$ cat src/logic/epmux_defines.svh
// register map, field positions and reset values of the pin mux
// assumes a 16-bit register port with a 4-bit word index
`ifndef EPMUX_DEFINES_SVH
`define EPMUX_DEFINES_SVH

`define EPMUX_DW        16
`define EPMUX_AW        4

// word indices
`define EPMUX_IDX_BUS_CTRL  4'h0
`define EPMUX_IDX_PB_PER    4'h1
`define EPMUX_IDX_PB_DDR    4'h2
`define EPMUX_IDX_PB_DR     4'h3
`define EPMUX_IDX_PB_PUR    4'h4
`define EPMUX_IDX_PF_PER    4'h5
`define EPMUX_IDX_PF_DDR    4'h6
`define EPMUX_IDX_PF_DR     4'h7
`define EPMUX_IDX_PF_PUR    4'h8
`define EPMUX_IDX_PB_PIN    4'h9
`define EPMUX_IDX_PF_PIN    4'hA
`define EPMUX_IDX_STATUS    4'hB

// field positions
`define EPMUX_HOLD_BIT      0
`define EPMUX_PB_BIT        0
`define EPMUX_PF_LSB        9
`define EPMUX_PF_MSB        15
`define EPMUX_ST_BOOT_BIT   0
`define EPMUX_ST_ACT_BIT    1

// reset values
`define EPMUX_RST_HOLD      1'b0
`define EPMUX_RST_PB_DDR    1'b0
`define EPMUX_RST_PB_DR     1'b0
`define EPMUX_RST_PB_PUR    1'b1
`define EPMUX_RST_PF_PER    7'h7F
`define EPMUX_RST_PF_DDR    7'h00
`define EPMUX_RST_PF_DR     7'h00
`define EPMUX_RST_PF_PUR    7'h7F
`define EPMUX_ZERO          16'h0000

`endif

$ cat src/logic/epmux_pkg.sv
// types shared by the pin mux files
// assumes epmux_defines.svh is on the include path
`include "epmux_defines.svh"

package epmux_pkg;
	typedef logic [`EPMUX_AW-1:0] epmux_addr_t;
	typedef logic [`EPMUX_DW-1:0] epmux_data_t;
	typedef enum logic [1:0] {
		EPMUX_BOOT_HOLD,
		EPMUX_BOOT_LOAD,
		EPMUX_RUN
	} epmux_boot_t;
endpackage

$ cat src/logic/epmux_pad_cell.sv
// one shared pad: function select, idle tri-state, pull-up, input sync
// assumes all select inputs come from logic on sys_clk
`timescale 1ns/1ps
`default_nettype none

module epmux_pad_cell (
	input  wire logic sys_clk,     // system clock
	input  wire logic rst_b,       // sync reset, active low
	input  wire logic bus_mode,    // 1: memory interface owns pad
	input  wire logic gpio_dir,    // 1: gpio output
	input  wire logic gpio_dout,   // gpio data register bit
	input  wire logic bus_out,     // memory interface level
	input  wire logic bus_oe_req,  // memory interface wants to drive
	input  wire logic pullup_en,   // pull-up enable bit
	input  wire logic pad_in,      // pad level from outside
	output logic      pad_out,     // pad output level
	output logic      pad_oe,      // pad output enable, high drives
	output logic      pad_pu,      // pull-up on
	output logic      pin_level    // synchronised pad level
);
	logic out_next;
	logic oe_next;
	logic sync1_reg;
	logic sync2_reg;

	// function select; bus side decides its own enable
	assign out_next = bus_mode ? bus_out : gpio_dout;
	assign oe_next  = bus_mode ? bus_oe_req : gpio_dir;

	// registered pad drive; reset leaves pad an input with pull-up
	always_ff @(posedge sys_clk) begin
		if (!rst_b) begin
			pad_out <= 1'b0;
			pad_oe  <= 1'b0;
			pad_pu  <= 1'b1;
		end else begin
			pad_out <= out_next;
			pad_oe  <= oe_next;
			pad_pu  <= pullup_en;
		end
	end

	// three-stage sync, no reset so the chain is settled at release
	always_ff @(posedge sys_clk) begin
		sync1_reg <= pad_in;
		sync2_reg <= sync1_reg;
		pin_level <= sync2_reg;
	end
endmodule

`default_nettype wire

$ cat src/logic/epmux_top.sv
// pin mux for the top address pin and seven low data pins
// assumes memory interface and register master run on sys_clk;
// strap inputs come from pins and are synchronised here
//
// Added by the designer: strobed register access and the address map.
`timescale 1ns/1ps
`default_nettype none
`include "epmux_defines.svh"

// Notes on behaviour
// - port b pin zero: software gpio in or out
// - idle bus tri-states address pin unless hold
// - reset picks pin zero function from straps
// - port b enable write overrides boot choice
// - clearing port b pull-up bit 0 disables it
// - idle bus tri-states data pins unless hold
// - port f pins 9..15 individually gpio programmable
// - port f pins default to data bus
// - port f pull-up bit per pin disables it
module epmux_top #(
	parameter int NUM_DATA = 7     // shared low data pins
) (
	input  wire logic               sys_clk,      // 20 MHz system clock
	input  wire logic               rst_b,        // sync reset, active low
	input  wire epmux_pkg::epmux_addr_t reg_addr, // register word index
	input  wire epmux_pkg::epmux_data_t reg_wdata,// write data
	input  wire logic               reg_wr,       // write strobe
	input  wire logic               reg_rd,       // read strobe
	output epmux_pkg::epmux_data_t  reg_rdata,    // read data, next cycle
	input  wire logic               external_boot_select, // strap pin
	input  wire logic               ext_mem_mode_select,  // strap pin
	input  wire logic               flash_secured,        // security pin
	input  wire logic               bus_active,   // memory cycle running
	input  wire logic               address_line_top,     // top address
	input  wire logic [NUM_DATA-1:0] data_lines_low_out,  // write data
	input  wire logic               data_drive,   // interface drives data
	output logic [NUM_DATA-1:0]     data_lines_low_in,    // synced data
	input  wire logic [NUM_DATA:0]  pad_in,       // pad levels, 0 = b0
	output logic [NUM_DATA:0]       pad_out,      // pad output levels
	output logic [NUM_DATA:0]       pad_oe,       // pad output enables
	output logic [NUM_DATA:0]       pad_pu        // pad pull-up enables
);
	import epmux_pkg::*;

	if (NUM_DATA != `EPMUX_PF_MSB - `EPMUX_PF_LSB + 1) begin : g_width_check
		$error("NUM_DATA must match port f field");
	end

	localparam int NP = NUM_DATA + 1;

	// control registers
	logic                bus_drive_hold_reg;
	logic                port_b_periph_enable_reg;
	logic                pb_ddr_reg;
	logic                pb_dr_reg;
	logic                port_b_pullup_enable_reg;
	logic [NUM_DATA-1:0] pf_per_reg;
	logic [NUM_DATA-1:0] pf_ddr_reg;
	logic [NUM_DATA-1:0] pf_dr_reg;
	logic [NUM_DATA-1:0] port_f_pullup_enable_reg;
	logic                boot_addr_reg;
	epmux_boot_t         boot_reg;
	epmux_boot_t         boot_next;

	// strap synchronisers
	logic [2:0] strap_s1_reg;
	logic [2:0] strap_s2_reg;

	// per-pad vectors
	logic [NP-1:0] pin_bus;
	logic [NP-1:0] pin_dir;
	logic [NP-1:0] pin_dout;
	logic [NP-1:0] pin_bout;
	logic [NP-1:0] pin_boe;
	logic [NP-1:0] pin_pue;
	logic [NP-1:0] pin_lvl;

	// address decode
	wire wr_hold = reg_wr && (reg_addr == `EPMUX_IDX_BUS_CTRL);
	wire wr_pbpe = reg_wr && (reg_addr == `EPMUX_IDX_PB_PER);
	wire wr_pbdd = reg_wr && (reg_addr == `EPMUX_IDX_PB_DDR);
	wire wr_pbdr = reg_wr && (reg_addr == `EPMUX_IDX_PB_DR);
	wire wr_pbpu = reg_wr && (reg_addr == `EPMUX_IDX_PB_PUR);
	wire wr_pfpe = reg_wr && (reg_addr == `EPMUX_IDX_PF_PER);
	wire wr_pfdd = reg_wr && (reg_addr == `EPMUX_IDX_PF_DDR);
	wire wr_pfdr = reg_wr && (reg_addr == `EPMUX_IDX_PF_DR);
	wire wr_pfpu = reg_wr && (reg_addr == `EPMUX_IDX_PF_PUR);

	wire                wb = reg_wdata[`EPMUX_PB_BIT];
	wire [NUM_DATA-1:0] wf = reg_wdata[`EPMUX_PF_MSB:`EPMUX_PF_LSB];

	// boot choice: mode strap, or external boot on an open part
	wire boot_addr_sel = strap_s2_reg[1]
		| (strap_s2_reg[0] & ~strap_s2_reg[2]);

	// bus-mode enables: address idles driven only under hold
	wire addr_oe = bus_active | bus_drive_hold_reg;
	wire data_oe = data_drive & (bus_active | bus_drive_hold_reg);

	// straps are pins: two flops before any use
	always_ff @(posedge sys_clk) begin
		strap_s1_reg <= {flash_secured, ext_mem_mode_select,
			external_boot_select};
		strap_s2_reg <= strap_s1_reg;
	end

	// boot sequencer: wait one cycle after release, then load
	always_comb begin
		boot_next = boot_reg;
		unique case (boot_reg)
			EPMUX_BOOT_HOLD: boot_next = EPMUX_BOOT_LOAD;
			EPMUX_BOOT_LOAD: boot_next = EPMUX_RUN;
			EPMUX_RUN:       boot_next = EPMUX_RUN;
			default:         boot_next = EPMUX_BOOT_HOLD;
		endcase
	end

	always_ff @(posedge sys_clk) begin
		if (!rst_b)
			boot_reg <= EPMUX_BOOT_HOLD;
		else
			boot_reg <= boot_next;
	end

	// port b enable: gpio during reset, boot loads, software wins
	always_ff @(posedge sys_clk) begin
		if (!rst_b) begin
			port_b_periph_enable_reg <= 1'b0;
			boot_addr_reg <= 1'b0;
		end else begin
			if (boot_reg == EPMUX_BOOT_LOAD) boot_addr_reg <= boot_addr_sel;
			if (wr_pbpe)
				port_b_periph_enable_reg <= wb;
			else if (boot_reg == EPMUX_BOOT_LOAD)
				port_b_periph_enable_reg <= boot_addr_sel;
		end
	end

	// port b gpio and pull-up bits
	always_ff @(posedge sys_clk) begin
		if (!rst_b) begin
			pb_ddr_reg <= `EPMUX_RST_PB_DDR;
			pb_dr_reg <= `EPMUX_RST_PB_DR;
			port_b_pullup_enable_reg <= `EPMUX_RST_PB_PUR;
		end else begin
			if (wr_pbdd) pb_ddr_reg <= wb;
			if (wr_pbdr) pb_dr_reg <= wb;
			if (wr_pbpu) port_b_pullup_enable_reg <= wb;
		end
	end

	// port f bits; each pin owns its own bit
	always_ff @(posedge sys_clk) begin
		if (!rst_b) begin
			pf_per_reg <= `EPMUX_RST_PF_PER;
			pf_ddr_reg <= `EPMUX_RST_PF_DDR;
			pf_dr_reg <= `EPMUX_RST_PF_DR;
			port_f_pullup_enable_reg <= `EPMUX_RST_PF_PUR;
		end else begin
			if (wr_pfpe) pf_per_reg <= wf;
			if (wr_pfdd) pf_ddr_reg <= wf;
			if (wr_pfdr) pf_dr_reg <= wf;
			if (wr_pfpu) port_f_pullup_enable_reg <= wf;
		end
	end

	// the default leaves the bus idle-floating; software should set it
	always_ff @(posedge sys_clk) begin
		if (!rst_b)
			bus_drive_hold_reg <= `EPMUX_RST_HOLD;
		else if (wr_hold)
			bus_drive_hold_reg <= reg_wdata[`EPMUX_HOLD_BIT];
	end

	// pad 0 is the shared top address pin
	assign pin_bus[0]  = port_b_periph_enable_reg;
	assign pin_dir[0]  = pb_ddr_reg;
	assign pin_dout[0] = pb_dr_reg;
	assign pin_bout[0] = address_line_top;
	assign pin_boe[0]  = addr_oe;
	assign pin_pue[0]  = port_b_pullup_enable_reg;

	// pads 1..7 are the shared data pins
	assign pin_bus[NP-1:1]  = pf_per_reg;
	assign pin_dir[NP-1:1]  = pf_ddr_reg;
	assign pin_dout[NP-1:1] = pf_dr_reg;
	assign pin_bout[NP-1:1] = data_lines_low_out;
	assign pin_boe[NP-1:1]  = {NUM_DATA{data_oe}};
	assign pin_pue[NP-1:1]  = port_f_pullup_enable_reg;

	// one pad cell per shared pin
	genvar gi;
	generate
		for (gi = 0; gi < NP; gi++) begin : g_pad
			epmux_pad_cell u_pad (
				.sys_clk    (sys_clk),
				.rst_b      (rst_b),
				.bus_mode   (pin_bus[gi]),
				.gpio_dir   (pin_dir[gi]),
				.gpio_dout  (pin_dout[gi]),
				.bus_out    (pin_bout[gi]),
				.bus_oe_req (pin_boe[gi]),
				.pullup_en  (pin_pue[gi]),
				.pad_in     (pad_in[gi]),
				.pad_out    (pad_out[gi]),
				.pad_oe     (pad_oe[gi]),
				.pad_pu     (pad_pu[gi]),
				.pin_level  (pin_lvl[gi])
			);
		end
	endgenerate

	assign data_lines_low_in = pin_lvl[NP-1:1];

	// read mux; unmapped words read zero
	epmux_data_t rd_mux;
	always_comb begin
		rd_mux = `EPMUX_ZERO;
		unique case (reg_addr)
			`EPMUX_IDX_BUS_CTRL:
				rd_mux[`EPMUX_HOLD_BIT] = bus_drive_hold_reg;
			`EPMUX_IDX_PB_PER:
				rd_mux[`EPMUX_PB_BIT] = port_b_periph_enable_reg;
			`EPMUX_IDX_PB_DDR: rd_mux[`EPMUX_PB_BIT] = pb_ddr_reg;
			`EPMUX_IDX_PB_DR:  rd_mux[`EPMUX_PB_BIT] = pb_dr_reg;
			`EPMUX_IDX_PB_PUR:
				rd_mux[`EPMUX_PB_BIT] = port_b_pullup_enable_reg;
			`EPMUX_IDX_PF_PER:
				rd_mux[`EPMUX_PF_MSB:`EPMUX_PF_LSB] = pf_per_reg;
			`EPMUX_IDX_PF_DDR:
				rd_mux[`EPMUX_PF_MSB:`EPMUX_PF_LSB] = pf_ddr_reg;
			`EPMUX_IDX_PF_DR:
				rd_mux[`EPMUX_PF_MSB:`EPMUX_PF_LSB] = pf_dr_reg;
			`EPMUX_IDX_PF_PUR:
				rd_mux[`EPMUX_PF_MSB:`EPMUX_PF_LSB] = port_f_pullup_enable_reg;
			`EPMUX_IDX_PB_PIN: rd_mux[`EPMUX_PB_BIT] = pin_lvl[0];
			`EPMUX_IDX_PF_PIN:
				rd_mux[`EPMUX_PF_MSB:`EPMUX_PF_LSB] = pin_lvl[NP-1:1];
			`EPMUX_IDX_STATUS: begin
				rd_mux[`EPMUX_ST_BOOT_BIT] = boot_addr_reg;
				rd_mux[`EPMUX_ST_ACT_BIT] = bus_active;
			end
			default: rd_mux = `EPMUX_ZERO;
		endcase
	end

	// read data stands exactly one cycle after the strobe
	always_ff @(posedge sys_clk) begin
		if (!rst_b)
			reg_rdata <= `EPMUX_ZERO;
		else
			reg_rdata <= reg_rd ? rd_mux : `EPMUX_ZERO;
	end

	// gpio pad drive follows direction and data one cycle later
	property p_b0_gpio;
		@(posedge sys_clk) disable iff (!rst_b)
		!port_b_periph_enable_reg |=>
			(pad_oe[0] == $past(pb_ddr_reg)) && (pad_out[0] == $past(pb_dr_reg));
	endproperty
	a_b0_gpio: assert property (p_b0_gpio)
		else $error("port b pin zero gpio drive mismatch");

	property p_addr_idle;
		@(posedge sys_clk) disable iff (!rst_b)
		(port_b_periph_enable_reg && !bus_drive_hold_reg && !bus_active) |=> !pad_oe[0];
	endproperty
	a_addr_idle: assert property (p_addr_idle)
		else $error("address pin driven on idle bus");

	property p_boot_load;
		@(posedge sys_clk) disable iff (!rst_b)
		(boot_reg == EPMUX_BOOT_LOAD && !wr_pbpe) |=>
			port_b_periph_enable_reg == $past(boot_addr_sel);
	endproperty
	a_boot_load: assert property (p_boot_load)
		else $error("boot function not loaded");

	property p_pb_write;
		@(posedge sys_clk) disable iff (!rst_b)
		wr_pbpe |=> port_b_periph_enable_reg == $past(reg_wdata[`EPMUX_PB_BIT]);
	endproperty
	a_pb_write: assert property (p_pb_write)
		else $error("port b enable write lost");

	property p_pb_pull;
		@(posedge sys_clk) disable iff (!rst_b)
		(wr_pbpu && !wb) |=> ##1 !pad_pu[0];
	endproperty
	a_pb_pull: assert property (p_pb_pull)
		else $error("port b pull-up stayed on");

	property p_data_idle;
		@(posedge sys_clk) disable iff (!rst_b)
		(pf_per_reg[0] && !bus_drive_hold_reg && !bus_active) |=> !pad_oe[1];
	endproperty
	a_data_idle: assert property (p_data_idle)
		else $error("data pin driven on idle bus");

	property p_pf_dir;
		@(posedge sys_clk) disable iff (!rst_b)
		wr_pfdd |=> pf_ddr_reg == $past(wf);
	endproperty
	a_pf_dir: assert property (p_pf_dir)
		else $error("port f direction write lost");

	property p_pf_default;
		@(posedge sys_clk) disable iff (!rst_b)
		$rose(rst_b) |-> pf_per_reg == `EPMUX_RST_PF_PER;
	endproperty
	a_pf_default: assert property (p_pf_default)
		else $error("port f not bus after reset");

	property p_pf_pull;
		@(posedge sys_clk) disable iff (!rst_b)
		!port_f_pullup_enable_reg[0] |=> !pad_pu[1];
	endproperty
	a_pf_pull: assert property (p_pf_pull)
		else $error("port f pull-up stayed on");

	property p_addr_bus;
		@(posedge sys_clk) disable iff (!rst_b)
		(port_b_periph_enable_reg && addr_oe) |=>
			pad_oe[0] && (pad_out[0] == $past(address_line_top));
	endproperty
	a_addr_bus: assert property (p_addr_bus)
		else $error("address pin not following interface");

	property p_reset_safe;
		@(posedge sys_clk)
		!rst_b |=> (pad_oe == '0) && (pad_pu == '1);
	endproperty
	a_reset_safe: assert property (p_reset_safe)
		else $error("pads not safe during reset");
endmodule

`default_nettype wire

$ cat config.mk
export PLATFORM = sky130hd
export DESIGN_NAME = epmux_top
export DESIGN_NICKNAME = d
export VERILOG_FILES = /design/src/logic/epmux_pkg.sv /design/src/logic/epmux_pad_cell.sv /design/src/logic/epmux_top.sv
export VERILOG_INCLUDE_DIRS = /design/src /design/src/logic
export SDC_FILE = /design/constraint.sdc
export NUM_CORES = 1
export LEC_CHECK = 0
export BUFFER_PORTS_ARGS = -buffer_cell sky130_fd_sc_hd__buf_2
export CAP_MARGIN = 20
export CORE_MARGIN = 2
export CORE_UTILIZATION = 35
export CTS_CLUSTER_DIAMETER = 60
export DETAILED_ROUTE_END_ITERATION = 16
export SLEW_MARGIN = 0
export SYNTH_ARGS = -nofsm -noshare
export SYNTH_HDL_FRONTEND = slang
export SYNTH_SLANG_ARGS = --single-unit
$ cat constraint.sdc
create_clock -name sys_clk -period 1.9 [get_ports sys_clk]
set_clock_uncertainty 0.2 [all_clocks]
set_input_delay 0 -clock sys_clk [delete_from_list [all_inputs] [get_ports sys_clk]]
set_output_delay 0 -clock sys_clk [all_outputs]
set_load 0.02 [all_outputs]
== After elaboration in Yosys (flattened, before gate mapping) ==
Cells that the tools add are included.
Storage, ports and cells
  output and inout port bits: 47
  logic and storage cells: 118
  input port bits: 45
  flip-flop bits (word level): 106
Operators by class
  reduce and logical (&&, ||, !) cells: 15
  equality and inequality tests: 13
  bitwise gates (word level): 5
  mux-type cells: 21
Operator list (number)
  case mux 7 bit (5 select lines): 1
  2-to-1 mux 1 bit: 18
  == test 4 x 3 -> 1 bit (second input constant): 4
  == test 4 bit (second input constant): 4
  logical AND 1 bit: 9
  == test 4 x 2 -> 1 bit (second input constant): 2
  case mux 1 bit (7 select lines): 1
  == test 4 x 1 -> 1 bit (second input constant): 1
  zero test 4 bit: 1
  case mux 2 bit (2 select lines): 1
  AND reduction 3 bit: 1
  AND 1 bit: 2
  == test 2 x 1 -> 1 bit (second input constant): 1
  == test 2 bit (second input constant): 1
  zero test 2 bit: 1
  bitwise OR 1 bit: 2
  AND reduction 2 bit: 1
  nonzero test 2 bit: 1
  OR reduction 2 bit: 1
  inverter 1 bit: 1

== Logic depth before layout (Yosys ltp) ==
  depth after elaboration: 5
  mapped depth: 7
  mapped depth without buffers: 6

== Hierarchy ==
Synthesis repeated with hierarchy kept, for this count alone.
Second synthesis, totals
  cells, all modules: 340
  area total of the unflattened synthesis: 3575.9 sq um
By module, submodules not included
  epmux_top: cells each 252, times used 1, area an instance 2304.7 sq um, sequential area each 1021.0 sq um
  epmux_pad_cell: cells each 11, times used 8, area an instance 158.9 sq um, sequential area each 120.1 sq um

== Worst setup path before layout ==
Ideal clock, no wire load.
  kind: reg2reg
  start: reg bus_drive_hold_reg
  end: reg reg_rdata[0]
  period minus slack after synthesis: 1.342 ns
  required time: 1.626 ns
  arrival: 1.067 ns
  library setup time: 0.074 ns
  setup slack: 0.558 ns
  path buffers: 0
  stages on the path, launching flop included: 5
  cell sequence: dfxtp_1 > or4b_1 > a21oi_1 > a31oi_1 > a31oi_1
Between the ends
  word-level cells in the longest chain between the ends: 1
Ends and longest elaborated chain
  start, declared: line epmux_top.sv:52  | logic bus_drive_hold_reg;
  start signal, assigned: line epmux_top.sv:170  | bus_drive_hold_reg <= `EPMUX_RST_HOLD;
  start signal, assigned: line epmux_top.sv:172  | bus_drive_hold_reg <= reg_wdata[`EPMUX_HOLD_BIT];
  case mux 1 bit (7 select lines): line epmux_top.sv:219  | unique case (reg_addr)
  end signal, assigned: line epmux_top.sv:250  | reg_rdata <= `EPMUX_ZERO;
  end signal, assigned: line epmux_top.sv:252  | reg_rdata <= reg_rd ? rd_mux : `EPMUX_ZERO;
  end, declared: line epmux_top.sv:29  | output epmux_pkg::epmux_data_t reg_rdata,
No other way between the ends.
A chain may end at the register's enable or synchronous reset.

== Worst setup path after layout ==
  start: in reg_addr[1]
  end: reg pf_ddr_reg[2]
Between the ends
  word-level cells in the longest chain between the ends: 2
Ends and longest elaborated chain
  start, declared: line epmux_top.sv:25  | input wire epmux_pkg::epmux_addr_t reg_addr,
  == test 4 x 3 -> 1 bit
  logical AND 1 bit: line epmux_top.sv:85  | wire wr_pfdd = reg_wr && (reg_addr == `EPMUX_IDX_PF_DDR);
  end signal, assigned: line epmux_top.sv:156  | pf_ddr_reg <= `EPMUX_RST_PF_DDR;
  end signal, assigned: line epmux_top.sv:161  | if (wr_pfdd) pf_ddr_reg <= wf;
  end, declared: line epmux_top.sv:58  | logic [NUM_DATA-1:0] pf_ddr_reg;
No other way between the ends.

==> results.cfg <==
[critical_path]
path_cells = dlygate4sd3_1 -> buf_2 -> nor2b_1 -> and3_1 -> buf_4 -> mux2i_1 -> nor2b_1
required_ns = 1.96
crit_top_cell = nor2b_1
start_kind = primary input
worst-endpoint-arrival_ns = 1.88
crit_fanout = 18
crit_family = buffers and inverters
cp_num_buf_inv = 3
end_kind = flop
max_stage_delay_ns = 0.52
slowest_stage = dlygate4sd3_1
criticalPathCategory = primary input to flop

[clocking]
clockRootBuffer = clkbuf_8
numCtsBuffers = 9
cts_tree = built
cts_sinks = 99
h-tree-depth = 3
clkLatencyLatePin_ns = 0.37
clk_pin_slew_ns = 0.09
cts.path.max_buffers = 2

[placed_design]
hpwlAfterDp_mm = 5.56
place_area_mm2 = 0.00403
pre_cts_ws_ns = 0.211
place.gp.congestion = 0.780
io_buffers = 76
dp_cells = 536

[worst_hold_path]
hold_path_class = primary input to flop

[logic_synthesis]
synth_compound_area_share_pct = 6.39
synth-xor-area-share_pct = 0
synthMuxAreaShare_pct = 10.6
ys_async_sr_fraction_pct = 0
synth_ff_type = dfxtp_1
synthCells = 367
synth_top_family_by_area = simple AND/OR/NAND/NOR gates
ys_seq_area_share_pct = 52.5
avgSynthCellArea_um2 = 10.3
synthAdderAreaFrac_pct = 0.663
ys_seq_elements = 99
synth_edf_count = 0
yosysWarnings = 0
syn_area_mm2 = 0.00378
yosysUniqueCellTypes = 44
synth-simple-area-share_pct = 19.0

[die]
fp.coreArea_mm2 = 0.0104
die_x_um = 108
rows = 37
initial_core_util_pct = 36.3
die_y_um = 108
die-area_mm2 = 0.0116
ios = 92

[final_layout]
largest-register = reg_rdata
drive_gt1_share_pct = 25.5
mostFrequentLayoutCells = 99 x dfxtp_1, 75 x buf_2, 43 x dlygate4sd3_1
layout_commonest_cell = dfxtp_1
stdcell_count = 594
fin_area_mm2 = 0.00467
num_antenna_cells = 0
largest_reg_flops = 9
synthToLayoutAreaGrowth_pct = 23.7
layout.nets = 500

[routing]
wl_met3_um = 529
wire_per_inst_um = 13.9
wl_mm = 8.23
vias = 2693
viasPerCell = 4.53
dr.pass1.iters = 5
wl_met1_mm = 3.61
maxUsedRoutingLayer = met4
met2_length_mm = 3.96
ant_nets = 0
drtIter0Drc = 96
drc = 0

[global_routing]
grt_pass1_vias = 2640
grt_pass1_wl_mm = 13.2
grt_usage_pct = 15.1
grt_max_degree = 21
antenna_found_initial = 0
overflow = 0

[sta]
rsz0062_at_grt = false
final-hold-violation-count = 0
worst_pin_slew_ns = 0.756
setup_slack_ns = 0.0848
period_needed_ns = 1.82
drv_slew = 0
max_slew_margin_pct = 49.4
setup-tns-final_ns = 0
max_freq_mhz = 551
period_share_pct = 95.5
setup_viol = 0

[power_and_ir_drop]
p_leak_nw = 2.05
p_per_area_mw_per_mm2 = 858
ir_drop_mv = 0.368
power_mw = 4.01

[outcome]
outcome = completed

[flow_run]
max-cap-violations = 0
[worst min-delay path: stages]
cell and delay, ns:
buf_2 0.09, nor2b_1 0.12, buf_4 0.17, mux2i_1 0.09, nor2b_1 0.09
[worst paths after layout]
| check | startpoint | end | slack (ns) | depth (start not counted) |
|---|---|---|---|---|
| worst max-delay path | reg_addr[1] | pf_ddr_reg[2] | 0.08 | 7 |
| worst min-delay path | data_drive | g_pad[3].u_pad.pad_oe | 0.04 | 5 |
| worst max register to register | pf_per_reg[6] | g_pad[7].u_pad.pad_out | 0.34 | 3 |
| worst min register to register | g_pad[3].u_pad.sync2_reg | g_pad[3].u_pad.pin_level | 0.13 | 0 |
[cell type report]
cell class | count | area (µm²)
Clock inverter | 7 | 83.8
Clock buffer | 9 | 124
Multi-Input combinational cell | 212 | 1420
Sequential cell | 99 | 1980
Inverter | 4 | 15.0
Timing Repair Buffer | 127 | 873
Fill cell | 1019 | 5740
Tap cell | 136 | 170
[through the flow]
stage                     hold WS, ns  utilization (%)
after floorplan                -0.172                -
after CTS                     0.00608             44.8
final                          0.0365             44.9
after global routing           0.0361             44.9
after global placement        -0.0981             38.6
after detailed placement      -0.0964             38.6
[power by group]
part | internal (mW) | switching (mW) | leakage [nW]
registers | 2.16 | 0.0362 | 0.815
clock network | 0.631 | 0.765 | 0.102
logic | 0.203 | 0.215 | 1.13
total | 2.99 | 1.02 | 2.05
[metal layers]
| metal | global-route usage, % | up-vias |
|---|---|---|
| met2 | 23.8 | 87 |
| met1 | 19.2 | 1229 |
| met5 | 0 | - |
| li1 | - | 1367 |
| met4 | 4.95 | 0 |
| met3 | 5.15 | 10 |
[timing repair]
action | 4_1_cts | 5_1_grt
gates resized for setup | 0 | 5
hold buffers | 43 | 0
endpoints found under the hold margin | 69 | 0
setup buffers | 0 | 0
setup endpoints to repair | 0 | 21
[Yosys cell counts (4+ instances only)]
cell type  instances  area [µm²]
a32oi_1            4        35.0
nand3_1           22         110
mux2i_1           31         310
clkbuf_1          10        37.5
buf_4             43         323
a31oi_1            4        25.0
nor2b_1           34         213
a21oi_1            4        20.0
nand2b_1          10        62.6
inv_1              4        15.0
and2_1             4        25.0
nor2_1             7        26.3
nand2_1           38         143
a22oi_1            4        30.0
mux2_2             8        90.1
dfxtp_1           99        1980
buf_2              4        20.0
[cell families (layout without fill, tap and decap cells)]
family / Yosys count / count (layout)
simple gates: 132 / 132
flops: 99 / 99
buf+inv: 62 / 147
mux: 39 / 39
compound gates: 32 / 32
fa+ha+maj: 2 / 2
other cells: 1 / 7
(Power assumes the default switching activity.)
